File: config.mk
export PLATFORM = sky130hd
export DESIGN_NAME = vip_port
export DESIGN_NICKNAME = d
export VERILOG_FILES = /design/src/design/vip_pkg.sv /design/src/design/vip_edge_detect.sv /design/src/design/vip_dac_router.sv /design/src/design/vip_port.sv
export SDC_FILE = /design/constraint.sdc
export NUM_CORES = 1
export LEC_CHECK = 0
export BUFFER_PORTS_ARGS = -buffer_cell sky130_fd_sc_hd__buf_2
export CAP_MARGIN = 20
export CORE_MARGIN = 2
export CORE_UTILIZATION = 46
export DETAILED_ROUTE_END_ITERATION = 7
export HOLD_SLACK_MARGIN = 0.08
export PLACE_DENSITY_LB_ADDON = 0.2
export SYNTH_ARGS = -nofsm -noshare
export SYNTH_HDL_FRONTEND = slang
export SYNTH_HIERARCHICAL = 1
export SYNTH_SLANG_ARGS = --single-unit
File: constraint.sdc
create_clock -name mclk -period 2.1 [get_ports mclk]
set_clock_uncertainty 0.1 [all_clocks]
set_input_delay 0.42 -clock mclk [delete_from_list [all_inputs] [get_ports mclk]]
set_output_delay 0.42 -clock mclk [all_outputs]
set_load 0.02 [all_outputs]
File: src/design/vip_pkg.sv
// Package: register map, field layout and types of the video input port.
package vip_pkg;
  localparam int AW = 8;
  localparam int DW = 16;
  localparam logic [7:0] REG_MODE = 8'h00;
  localparam logic [7:0] REG_SD = 8'h04;
  localparam logic [7:0] REG_OUT = 8'h08;
  localparam logic [7:0] REG_STAT = 8'h0c;
  localparam logic [15:0] MODE_MASK = 16'h001f;
  localparam logic [15:0] SD_MASK = 16'h003f;
  localparam logic [15:0] OUT_MASK = 16'h1f7f;
  localparam logic [15:0] MODE_RST = 16'h0000;
  localparam logic [15:0] SD_RST = 16'h0000;
  localparam logic [15:0] OUT_RST = 16'h0008;
  localparam int MODE_LSB = 0;
  localparam int EDGE_LSB = 3;
  localparam int SD_RGB_BIT = 0;
  localparam int SD_WIDTH_LSB = 1;
  localparam int SD_COMP_BIT = 3;
  localparam int SD_SWAP_BIT = 4;
  localparam int SD_REV_BIT = 5;
  localparam int OUT_CS_BIT = 0;
  localparam int OUT_HRSWAP_BIT = 1;
  localparam int OUT_TEN_BIT = 2;
  localparam int OUT_PLLPD_BIT = 3;
  localparam int OUT_SDRATE_BIT = 4;
  localparam int OUT_HDRATE_BIT = 5;
  localparam int OUT_HD_BIT = 6;
  localparam int OUT_STD_LSB = 8;
  localparam int ST_PLL_BIT = 0;
  localparam int ST_EMB_BIT = 1;
  localparam int ST_NONSTD_BIT = 2;
  localparam int ST_LVL_LSB = 3;
  localparam int ST_RATE_LSB = 5;
  localparam logic [2:0] MODE_SD = 3'h0;
  localparam logic [2:0] MODE_SDR = 3'h1;
  localparam logic [2:0] MODE_DDR = 3'h2;
  localparam logic [2:0] MODE_ED54 = 3'h7;
  localparam logic [1:0] W8 = 2'h0;
  localparam logic [1:0] W16 = 2'h1;
  localparam logic [1:0] W10 = 2'h2;
  localparam logic [4:0] STD_NONSTD = 5'h01;
  typedef enum logic [3:0] {
    VIP_C_G, VIP_C_B, VIP_C_R, VIP_C_Y, VIP_C_PB, VIP_C_PR,
    VIP_C_CVBS, VIP_C_LUMA, VIP_C_CHROMA
  } vip_comp_t;
  typedef enum logic [2:0] {VIP_X1, VIP_X2, VIP_X4, VIP_X8, VIP_X16} vip_rate_t;
  typedef enum logic [1:0] {VIP_LVL_BLANK, VIP_LVL_SYNC, VIP_LVL_TRI} vip_level_t;
  typedef struct packed {
    logic [7:0] addr;
    logic [15:0] wdata;
    logic wr;
    logic rd;
  } vip_bus_t;
  typedef struct packed {
    logic [9:0] y_g;
    logic [9:0] c_b;
    logic [9:0] r;
    logic is_rgb;
  } vip_pixel_t;
  typedef struct packed {
    vip_comp_t dac1;
    vip_comp_t dac2;
    vip_comp_t dac3;
  } vip_dac_map_t;
endpackage

File: src/design/vip_edge_detect.sv
// Rise and fall pulses of the sampled pixel clock level.
`timescale 1ns/1ns
`default_nettype none
module vip_edge_detect (
  input wire logic mclk,
  input wire logic sys_rst,
  input wire logic level,
  output logic rise,
  output logic fall
);
  logic prev_reg;

  always_ff @(posedge mclk or posedge sys_rst)
  begin
    if (sys_rst)
      prev_reg <= 1'b0;
    else
      prev_reg <= level;
  end

  assign rise = level && !prev_reg;
  assign fall = !level && prev_reg;
endmodule
`default_nettype wire

File: src/design/vip_dac_router.sv
// Routing of encoded components onto the three DAC outputs.
`timescale 1ns/1ns
`default_nettype none
module vip_dac_router (
  input wire logic hr_mode,
  input wire logic cs_sel,
  input wire logic comp_en,
  input wire logic lc_swap,
  input wire logic rev,
  input wire logic hr_swap,
  output var vip_pkg::vip_dac_map_t map
);
  wire vip_pkg::vip_dac_map_t gbr = {vip_pkg::VIP_C_G, vip_pkg::VIP_C_B, vip_pkg::VIP_C_R};
  wire vip_pkg::vip_dac_map_t ypp = {vip_pkg::VIP_C_Y, vip_pkg::VIP_C_PB, vip_pkg::VIP_C_PR};
  wire vip_pkg::vip_dac_map_t grb = {vip_pkg::VIP_C_G, vip_pkg::VIP_C_R, vip_pkg::VIP_C_B};
  wire vip_pkg::vip_dac_map_t ypr = {vip_pkg::VIP_C_Y, vip_pkg::VIP_C_PR, vip_pkg::VIP_C_PB};
  wire vip_pkg::vip_dac_map_t rbg = {vip_pkg::VIP_C_R, vip_pkg::VIP_C_B, vip_pkg::VIP_C_G};
  wire vip_pkg::vip_dac_map_t cyc = {vip_pkg::VIP_C_CVBS, vip_pkg::VIP_C_LUMA,
                                     vip_pkg::VIP_C_CHROMA};
  wire vip_pkg::vip_dac_map_t ccy = {vip_pkg::VIP_C_CVBS, vip_pkg::VIP_C_CHROMA,
                                     vip_pkg::VIP_C_LUMA};
  // Composite select without component output is not a listed setting; it falls to RGB.
  wire vip_pkg::vip_dac_map_t sd_rgb = rev ? rbg : gbr;
  wire vip_pkg::vip_dac_map_t sd_cmp = lc_swap ? ccy : cyc;
  wire vip_pkg::vip_dac_map_t sd_map = !cs_sel ? sd_rgb : (comp_en ? sd_cmp : ypp);
  wire vip_pkg::vip_dac_map_t hr_rgb = hr_swap ? grb : gbr;
  wire vip_pkg::vip_dac_map_t hr_yuv = hr_swap ? ypr : ypp;
  assign map = hr_mode ? (cs_sel ? hr_yuv : hr_rgb) : sd_map;
endmodule
`default_nettype wire

File: src/design/vip_port.sv
// Video input port: mode registers, pixel capture, sync levels and DAC routing.
//
// The implementer's own choices: strobed register access and the placing of the registers.
`timescale 1ns/1ns
`default_nettype none
module vip_port #(
  parameter bit NARROW_PORT = 1'b0
) (
  input wire logic mclk,
  input wire logic sys_rst,
  input wire vip_pkg::vip_bus_t bus_req,
  output logic [15:0] bus_rdata,
  input wire logic pixel_clock_input,
  input wire logic [15:0] pixel_bus,
  input wire logic hsync_n,
  input wire logic vsync_n,
  output var vip_pkg::vip_pixel_t pixel_out,
  output logic pixel_valid,
  output logic hsync_out_n,
  output logic vsync_out_n,
  output logic embedded_code_enable,
  output var vip_pkg::vip_level_t sync_level,
  output var vip_pkg::vip_dac_map_t dac_map,
  output logic pll_enable,
  output var vip_pkg::vip_rate_t oversample_rate
);
  logic [15:0] mode_reg;
  logic [15:0] sd_reg;
  logic [15:0] out_reg;
  logic [15:0] rdata_reg;
  logic pclk_rise;
  logic pclk_fall;
  logic phase_reg;
  logic phase_next;
  logic valid_reg;
  logic valid_next;
  logic hs_reg;
  logic vs_reg;
  vip_pkg::vip_pixel_t pix_reg;
  vip_pkg::vip_pixel_t pix_next;
  vip_pkg::vip_level_t lvl_reg;
  vip_pkg::vip_level_t lvl_next;
  vip_pkg::vip_rate_t rate;

  // Register decode.
  wire hit_mode = bus_req.addr == vip_pkg::REG_MODE;
  wire hit_sd = bus_req.addr == vip_pkg::REG_SD;
  wire hit_out = bus_req.addr == vip_pkg::REG_OUT;
  wire hit_stat = bus_req.addr == vip_pkg::REG_STAT;
  wire wr_mode = bus_req.wr && hit_mode;
  wire wr_sd = bus_req.wr && hit_sd;
  wire wr_out = bus_req.wr && hit_out;

  // Configuration fields.
  wire [2:0] in_mode = mode_reg[vip_pkg::MODE_LSB +: 3];
  wire [1:0] edge_sel = mode_reg[vip_pkg::EDGE_LSB +: 2];
  wire sd_rgb_input_select = sd_reg[vip_pkg::SD_RGB_BIT];
  wire [1:0] sd_width = sd_reg[vip_pkg::SD_WIDTH_LSB +: 2];
  wire output_colour_space_select = out_reg[vip_pkg::OUT_CS_BIT];
  wire high_res_colour_output_exchange = out_reg[vip_pkg::OUT_HRSWAP_BIT];
  wire high_res_ten_bit_select = out_reg[vip_pkg::OUT_TEN_BIT];
  wire pll_off = out_reg[vip_pkg::OUT_PLLPD_BIT];
  wire sd_rate_sel = out_reg[vip_pkg::OUT_SDRATE_BIT];
  wire hd_rate_sel = out_reg[vip_pkg::OUT_HDRATE_BIT];
  wire hd_out = out_reg[vip_pkg::OUT_HD_BIT];
  wire [4:0] hr_std = out_reg[vip_pkg::OUT_STD_LSB +: 5];

  // Mode decode.
  wire is_sd = in_mode == vip_pkg::MODE_SD;
  wire is_sdr = in_mode == vip_pkg::MODE_SDR;
  wire is_ddr = in_mode == vip_pkg::MODE_DDR;
  wire is_ed54 = in_mode == vip_pkg::MODE_ED54;
  wire is_hr = is_sdr || is_ddr;
  wire sd_wide = is_sd && (sd_rgb_input_select || sd_width == vip_pkg::W16);
  wire interleaved = (is_sd && !sd_wide) || is_ed54;
  wire nonstd = is_hr && hr_std == vip_pkg::STD_NONSTD;

  // Word extraction from the pixel bus.
  wire [9:0] byte_hi = {pixel_bus[15:8], 2'h0};
  wire [9:0] byte_lo = {pixel_bus[7:0], 2'h0};
  wire [9:0] word_hi = pixel_bus[15:6];
  wire [9:0] sd_word = (sd_width == vip_pkg::W10) ? word_hi : byte_hi;
  wire [9:0] hr_word = high_res_ten_bit_select ? word_hi : byte_hi;
  // The narrow package has no upper pins, so its 54 MHz mode takes 8-bit words from the lower byte.
  wire [9:0] ed54_word = NARROW_PORT ? byte_lo : hr_word;
  wire [9:0] il_word = is_ed54 ? ed54_word : sd_word;
  wire vip_pkg::vip_pixel_t ycc16 = {byte_hi, byte_lo, 10'h000, 1'b0};
  wire vip_pkg::vip_pixel_t rgb16 = {pixel_bus[10:5], 4'h0, pixel_bus[15:11], 5'h00,
                                     pixel_bus[4:0], 5'h00, 1'b1};

  // Dual rate edge choice: bit 0 of the edge field moves luma to the falling edge.
  wire luma_fall = edge_sel[0];
  wire luma_evt = luma_fall ? pclk_fall : pclk_rise;
  wire chroma_evt = luma_fall ? pclk_rise : pclk_fall;

  vip_edge_detect u_edge (
    .mclk(mclk),
    .sys_rst(sys_rst),
    .level(pixel_clock_input),
    .rise(pclk_rise),
    .fall(pclk_fall)
  );

  vip_dac_router u_dac (
    .hr_mode(!is_sd),
    .cs_sel(output_colour_space_select),
    .comp_en(sd_reg[vip_pkg::SD_COMP_BIT]),
    .lc_swap(sd_reg[vip_pkg::SD_SWAP_BIT]),
    .rev(sd_reg[vip_pkg::SD_REV_BIT]),
    .hr_swap(high_res_colour_output_exchange),
    .map(dac_map)
  );

  // Software-visible registers.
  always_ff @(posedge mclk or posedge sys_rst)
  begin
    if (sys_rst)
    begin
      mode_reg <= vip_pkg::MODE_RST;
      sd_reg <= vip_pkg::SD_RST;
      out_reg <= vip_pkg::OUT_RST;
    end
    else
    begin
      if (wr_mode)
        mode_reg <= bus_req.wdata & vip_pkg::MODE_MASK;
      if (wr_sd)
        sd_reg <= bus_req.wdata & vip_pkg::SD_MASK;
      if (wr_out)
        out_reg <= bus_req.wdata & vip_pkg::OUT_MASK;
    end
  end

  wire [15:0] stat_value = {8'h00, rate, lvl_reg, nonstd, embedded_code_enable, pll_enable};
  wire [15:0] rd_value = hit_mode ? mode_reg :
                         hit_sd ? sd_reg :
                         hit_out ? out_reg :
                         hit_stat ? stat_value : 16'h0000;

  // Read data stand only in the cycle after the strobe; unmapped reads give zero.
  always_ff @(posedge mclk or posedge sys_rst)
  begin
    if (sys_rst)
      rdata_reg <= 16'h0000;
    else
      rdata_reg <= bus_req.rd ? rd_value : 16'h0000;
  end

  // Pixel assembly.
  always_comb
  begin
    pix_next = pix_reg;
    valid_next = 1'b0;
    phase_next = phase_reg;
    if (pclk_rise && interleaved)
    begin
      phase_next = !phase_reg;
      pix_next.is_rgb = 1'b0;
      pix_next.r = 10'h000;
      if (!phase_reg)
        pix_next.c_b = il_word;
      else
      begin
        pix_next.y_g = il_word;
        valid_next = 1'b1;
      end
    end
    else if (pclk_rise && sd_wide)
    begin
      phase_next = !phase_reg;
      if (!phase_reg)
      begin
        pix_next = sd_rgb_input_select ? rgb16 : ycc16;
        valid_next = 1'b1;
      end
    end
    else if (pclk_rise && is_sdr)
    begin
      pix_next = ycc16;
      valid_next = 1'b1;
    end
    else if (is_ddr && luma_evt)
    begin
      pix_next.y_g = hr_word;
      pix_next.r = 10'h000;
      pix_next.is_rgb = 1'b0;
    end
    else if (is_ddr && chroma_evt)
    begin
      pix_next.c_b = hr_word;
      valid_next = 1'b1;
    end
  end

  always_ff @(posedge mclk or posedge sys_rst)
  begin
    if (sys_rst)
    begin
      pix_reg <= '0;
      valid_reg <= 1'b0;
      phase_reg <= 1'b0;
    end
    else
    begin
      pix_reg <= pix_next;
      valid_reg <= valid_next;
      phase_reg <= phase_next;
    end
  end

  // Sync inputs are taken on the pixel clock rise, idle high until then.
  always_ff @(posedge mclk or posedge sys_rst)
  begin
    if (sys_rst)
    begin
      hs_reg <= 1'b1;
      vs_reg <= 1'b1;
    end
    else if (pclk_rise)
    begin
      hs_reg <= hsync_n;
      vs_reg <= vsync_n;
    end
  end

  // Output level in nonstandard timing follows the sync edges alone.
  wire hs_fell = pclk_rise && hs_reg && !hsync_n;
  wire hs_rose = pclk_rise && !hs_reg && hsync_n;
  wire vs_rose = pclk_rise && !vs_reg && vsync_n;

  always_comb
  begin
    lvl_next = lvl_reg;
    if (!nonstd)
      lvl_next = vip_pkg::VIP_LVL_BLANK;
    else
    begin
      case (lvl_reg)
        vip_pkg::VIP_LVL_BLANK:
          if (hs_fell)
            lvl_next = vip_pkg::VIP_LVL_SYNC;
        vip_pkg::VIP_LVL_SYNC:
          if (hs_rose)
            lvl_next = vip_pkg::VIP_LVL_BLANK;
          else if (vs_rose)
            lvl_next = vip_pkg::VIP_LVL_TRI;
        vip_pkg::VIP_LVL_TRI:
          if (hs_rose)
            lvl_next = vip_pkg::VIP_LVL_BLANK;
        default:
          lvl_next = vip_pkg::VIP_LVL_BLANK;
      endcase
    end
  end

  always_ff @(posedge mclk or posedge sys_rst)
  begin
    if (sys_rst)
      lvl_reg <= vip_pkg::VIP_LVL_BLANK;
    else
      lvl_reg <= lvl_next;
  end

  // Oversampling rate from the PLL state and the rate selects.
  always_comb
  begin
    rate = vip_pkg::VIP_X1;
    if (is_sd)
      rate = pll_off ? vip_pkg::VIP_X2 : (sd_rate_sel ? vip_pkg::VIP_X8 : vip_pkg::VIP_X16);
    else if ((is_hr && !hd_out) || is_ed54)
      rate = pll_off ? vip_pkg::VIP_X1 : (sd_rate_sel ? vip_pkg::VIP_X4 : vip_pkg::VIP_X8);
    else if (is_hr)
      rate = pll_off ? vip_pkg::VIP_X1 : (hd_rate_sel ? vip_pkg::VIP_X2 : vip_pkg::VIP_X4);
  end

  assign bus_rdata = rdata_reg;
  assign pixel_out = pix_reg;
  assign pixel_valid = valid_reg;
  assign sync_level = lvl_reg;
  assign oversample_rate = rate;
  assign pll_enable = !pll_off;
  // Embedded codes are never decoded in the wide SD modes or nonstandard timing.
  assign embedded_code_enable = !sd_wide && !nonstd && (is_sd || is_hr || is_ed54);
  // In 54 MHz mode the sync pins are ignored and the outputs sit idle high.
  assign hsync_out_n = is_ed54 ? 1'b1 : hs_reg;
  assign vsync_out_n = is_ed54 ? 1'b1 : vs_reg;
endmodule
`default_nettype wire

Word level (Yosys, flattened, before mapping) --
Index checks and enable logic that the tools add are counted.
Storage, ports and cells: register bits 74, latch bits 0, bits in writable memories 0, bits in read-only memories 0, input port bits 47, output and inout port bits 69, logic and storage cells 136, memories kept 0
Operators by class: $add $sub $neg 0, multipliers 0, div/mod/pow operators 0, order comparisons 0, eq/ne operators 19, shift operators 0, muxes and demuxes 55, bitwise logic cells 0, reduce and logical (&&, ||, !) cells 48
Operators with widths (number):
- two-way mux 31 bit | 5
- two-way mux 10 bit | 6
- two-way mux 13 bit | 4
- two-way mux 12 bit | 4
- two-way mux 2 bit | 13
- logical AND 1 bit | 22
- equality test 8 x 4 -> 1 bit, second input constant | 2
- two-way mux 8 bit | 2
- two-way mux 1 bit | 14
- two-way mux 11 bit | 1
- logical NOT 1 bit | 10
- two-way mux 3 bit | 3
- inequality test 3 bit, second input constant | 3
- equality test 8 x 3 -> 1 bit, second input constant | 1
- logical NOT 8 bit | 1
- inequality test 4 bit, second input constant | 2
- nonzero test 4 bit | 2
- logical OR 1 bit | 6
- two-way mux 6 bit | 1
- inequality test 2 bit, second input constant | 3
- one-hot mux 2 bit (3 select lines) | 1
- AND reduction 3 bit | 2
- equality test 5 x 1 -> 1 bit, second input constant | 1
- two-way mux 5 bit | 1
- other kinds (10) | 12

Longest topological paths before layout --
word-level depth 11, mapped depth 7, mapped depth without buffers 6

Hierarchy --
The synthesis kept the hierarchy.
By module, submodules not included:
- vip_port | times used 1, cells each 299, area each 3409.5 um2, seq. area each 1705.4 um2
- vip_dac_router | times used 1, cells each 28, area each 160.2 um2, seq. area each 0.0 um2
- vip_edge_detect | times used 1, cells each 4, area each 43.8 um2, seq. area each 25.0 um2

Worst setup path before layout --
Ideal clock, no wire load.
kind register -> output, start register mode_reg[0], end output port oversample_rate[0], arrival time 1.836 ns, required time 1.580 ns, slack -0.256 ns, stages on the path, launching flop included 8, buffers on the path 1, cell sequence dfrtp_1 > buf_2 > nor3_2 > inv_1 > nor3_1 > a21oi_1 > nand2_1 > nor2_1
Between the ends: word-level cells in the longest chain between the ends 6, elaborated cells between the ends (all ways) 10, classes of those cells eq/ne: 3; mux: 3; reduce/logical: 4
Ends and longest elaborated chain:
- from (decl) | line vip_port.sv:27 | logic [15:0] mode_reg;
- from (signal assigned) | line vip_port.sv:119 | mode_reg <= vip_pkg::MODE_RST;
- from (signal assigned) | line vip_port.sv:126 | mode_reg <= bus_req.wdata & vip_pkg::MODE_MASK;
- equality test 3 x 1 -> 1 bit / equality test 3 x 2 -> 1 bit (equally long branches) | line vip_port.sv:70, vip_port.sv:71
- logical OR 1 bit | line vip_port.sv:73 | wire is_hr = is_sdr || is_ddr;
- logical AND 1 bit | line vip_port.sv:270 | else if ((is_hr && !hd_out) || is_ed54)
- logical OR 1 bit | line vip_port.sv:270
- two-way mux 2 bit | line vip_port.sv:270
- two-way mux 3 bit * | line vip_port.sv:268 | if (is_sd)
- to (decl) | line vip_port.sv:25 | output var vip_pkg::vip_rate_t oversample_rate
Mark *: on every way between the ends. The rest lies on a longest branch, timed or not.

Final worst setup path --
start register mode_reg[1], end output port oversample_rate[0]
The elaborated chain is that of the path after synthesis.

==> impl_metrics.toml <==
[power_and_ir_drop]
power_switching_share_pct = 30.2
clockPowerShare_pct = 31.7
powerDensity_mw_per_mm2 = 687
power.internal_w = 0.00247
switching_power_w = 0.00107
leakagePower_nw = 2.57
combPwrFrac_pct = 24.8
seqPwrFrac_pct = 43.5
vdd_drop_max_uv = 544

[place]
place.gp.congestion = 0.863
io_buffers = 102
place_inst = 552
dp.final_hpwl_um = 6280

[routing]
vias_per_cell = 5.23
antenna_left = 0
wirelength_um = 9370
drt_pass1_iterations = 4
drtIter0Drc = 128
via_count = 3064
remaining_drc_errors = 0
avgRoutedWirePerCell_um = 16.0

[synth]
syn_inst = 331
netlist_top_cells_count = "66 x dfrtp_1, 39 x mux2_2, 28 x nand2_1"
synth.most_common_cell = "dfrtp_1"
ys_seq_elements = 69
ys.flop_type = "dfrtp_1"
avgSynthCellArea_um2 = 10.9
synth.distinct_cells = 57
ys_seq_area_share_pct = 47.9
async_flop_share_pct = 100
synth_edf_count = 0
yosys_warnings = 6
synth_top_area_cell = "dfrtp_1"
synth_top_area_share_pct = 45.7
synth_area_mm2 = 0.00361
synth.top_cells.by_area = "dfrtp_1 46%, mux2_2 12%, mux2i_1 4.4%, mux4_2 3.1%, nand2_1 2.9%"

[hold_path]
min_from = "pixel_clock_input"
hold_class = "input pin to flop"
worstHoldPathCells = 1
min_to = "u_edge/prev_reg"

[worst_setup_path]
timing.rr.start = "mode_reg[2]"
required_ns = 1.58
crit_slowest_cell = "dfrtp_2"
critPathMaxStageDelay_ns = 0.49
worst-path-max-fanout = 8
crit_chain = "buf_6 -> nor3_2 -> o21a_1 -> a211oi_2 -> nor2_1 -> buf_4"
rr_worst_depth = 7
worstPathArrival_ns = 1.82
worst_setup_path_end_kind = "primary output"
regToRegEndpoint = "pixel_out[26]"
crit_path_start = "mode_reg[1]"
cp-start-kind = "flop"
critPathKind = "flop to primary output"
r2r_setup_slack_ns = -0.05

[timing]
timing.hold.ws_ns = 0.101
finalHoldViolCount = 0
finalCritPeriodShare_pct = 111
rsz0062_at_grt = "true"
setup_violations = 21
fmax_mhz = 427
finalMaxSlewViolations = 0
setup_slack_ns = -0.240
tightest_slew_ns = 0.546
period_minus_slack_ns = 2.34
relSlewSlack_pct = 63.5

[global_routing]
grt_use_total_pct = 21.7
grt_pass1_wl_um = 14400
grt_pass1_vias = 2959
grt_overflow = 0
grt_start_max_net_pins = 25
grt_antenna_before_repair = 0

[cells_and_area]
stdcell_count = 586
fillCellCount = 604
area_growth_pct = 42.4
largest_reg_flops = 26
post-route-util_pct = 66.9
nNetsFinal = 528
drive_above_1_share_pct = 53.1
num_antenna_cells = 0

[clock_tree]
clk_latency_ns = 0.34
htreeDepth = 3
clock-sinks = 69
clkTransAtPathRegs_ns = 0.07
cts_tree = "built"
numCtsBuffers = 9
root_buffer = "clkbuf_8"
clockBufferDepth = 2

[floorplan]
ioPinCount = 116
rows = 32
fp.dieH_um = 92.6
die_w_um = 92.6
die-area_mm2 = 0.00858
coreArea_mm2 = 0.00769
start_util_pct = 47.0

[run]
cap_violations = 0

[outcome]
status = "finished, violations left"
failed_checks = "negative setup slack"
-- layout by cell type, fill, tap and decap left out, types with 2 or more instances in the layout --
master	n
clkinvlp_4	3
and3_1	5
nand3b_1	3
o21ai_1	11
buf_2	90
a211oi_2	2
mux2_2	39
buf_6	17
inv_1	19
dfrtp_2	4
mux2i_1	16
a32oi_1	2
a21oi_1	7
nand2_1	28
conb_1	9
nor3_4	4
dfstp_2	3
buf_12	6
mux4_2	5
o21a_1	3
or2_4	2
clkbuf_8	11
a21oi_2	3
nand4_1	2
and2_1	5
nor2b_1	8
ha_1	2
a22oi_1	3
xnor2_2	2
dfrtp_1	62
buf_4	36
nand3_1	2
o21ai_0	7
nor3_1	4
nor2_1	13
o21ai_2	4
nand2b_1	3
-- repair_timing --
item,in CTS,in global routing
hold buffers,1,0
cloned,2,2
pin swaps,9,8
resized for setup,57,25
endpoints found under the hold margin,19,0
endpoints found under the setup margin,18,43
setup buffers,11,4
-- power by group through the flow --
stage               registers (W)  clock network, W  logic (W)
CTS                       0.00153           0.00114   0.000813
global placement          0.00154                 0   0.000703
finish                    0.00154           0.00112   0.000876
detailed placement        0.00155                 0   0.000716
floorplan                 0.00163                 0   0.000369
global route              0.00155           0.00121   0.000941
-- metrics by stage --
stage,area [um2],total power (W),setup TNS [ns],worst slack [ns]
final,5150,0.00353,-2.27,-0.240
after global routing,5150,0.00370,-4.37,-0.279
after CTS,5000,0.00349,-1.53,-0.179
after detailed placement,4470,0.00227,-1.28,-0.0877
after global placement,4470,0.00225,-0.836,-0.0772
after floorplan,3660,0.00200,-0.0305,-0.0305
-- cell type report --
type / instances / area [um2] / share of cell area [%]
multi-input combinational: 226 / 1890 / 36.7
tap: 102 / 128 / 2.48
sequential: 69 / 1740 / 33.7
clock inverter: 5 / 58.8 / 1.14
inverter: 21 / 85.1 / 1.65
timing repair buffer: 152 / 1100 / 21.4
clock buffer: 11 / 151 / 2.94
-- worst max-delay path, delay by kind of cell (launching register included) --
family	cells	cell delay, ns
flip-flops	1	0.49
AND/OR/NAND/NOR	2	0.39
AO/OA/AOI/OAI	2	0.27
buffers and inverters	2	0.33
-- worst max path at each step --
stage                                end  slack, ns  cells after the start
floorplan             oversample_rate[0]      -0.03                      7
global placement           bus_rdata[10]      -0.08                      8
detailed placement           mode_reg[4]      -0.09                      6
CTS                 embedded_code_enable      -0.18                      4
global route                  dac_map[5]      -0.28                      6
finish                oversample_rate[0]      -0.24                      6
-- logic make-up after synthesis --
| family | synth area share, % |
|---|---|
| flip-flops | 47.9 |
| AND/OR/NAND/NOR | 15.4 |
| XOR/XNOR | 0.727 |
| other | 0.208 |
| multiplexers | 19.7 |
| adder cells (fa/ha/maj) | 0.692 |
| buffers and inverters | 5.99 |
| AO/OA/AOI/OAI | 9.35 |
-- layer usage --
metal	GRT usage [%]	vias to the layer above	share of wire, %
li1	-	1445	-
met1	28.6	1510	43
met2	35.6	95	51
met3	5.13	14	5.6
met4	6.99	0	1.4
met5	0	-	0
Note: power is estimated with default switching activity, not from simulation.
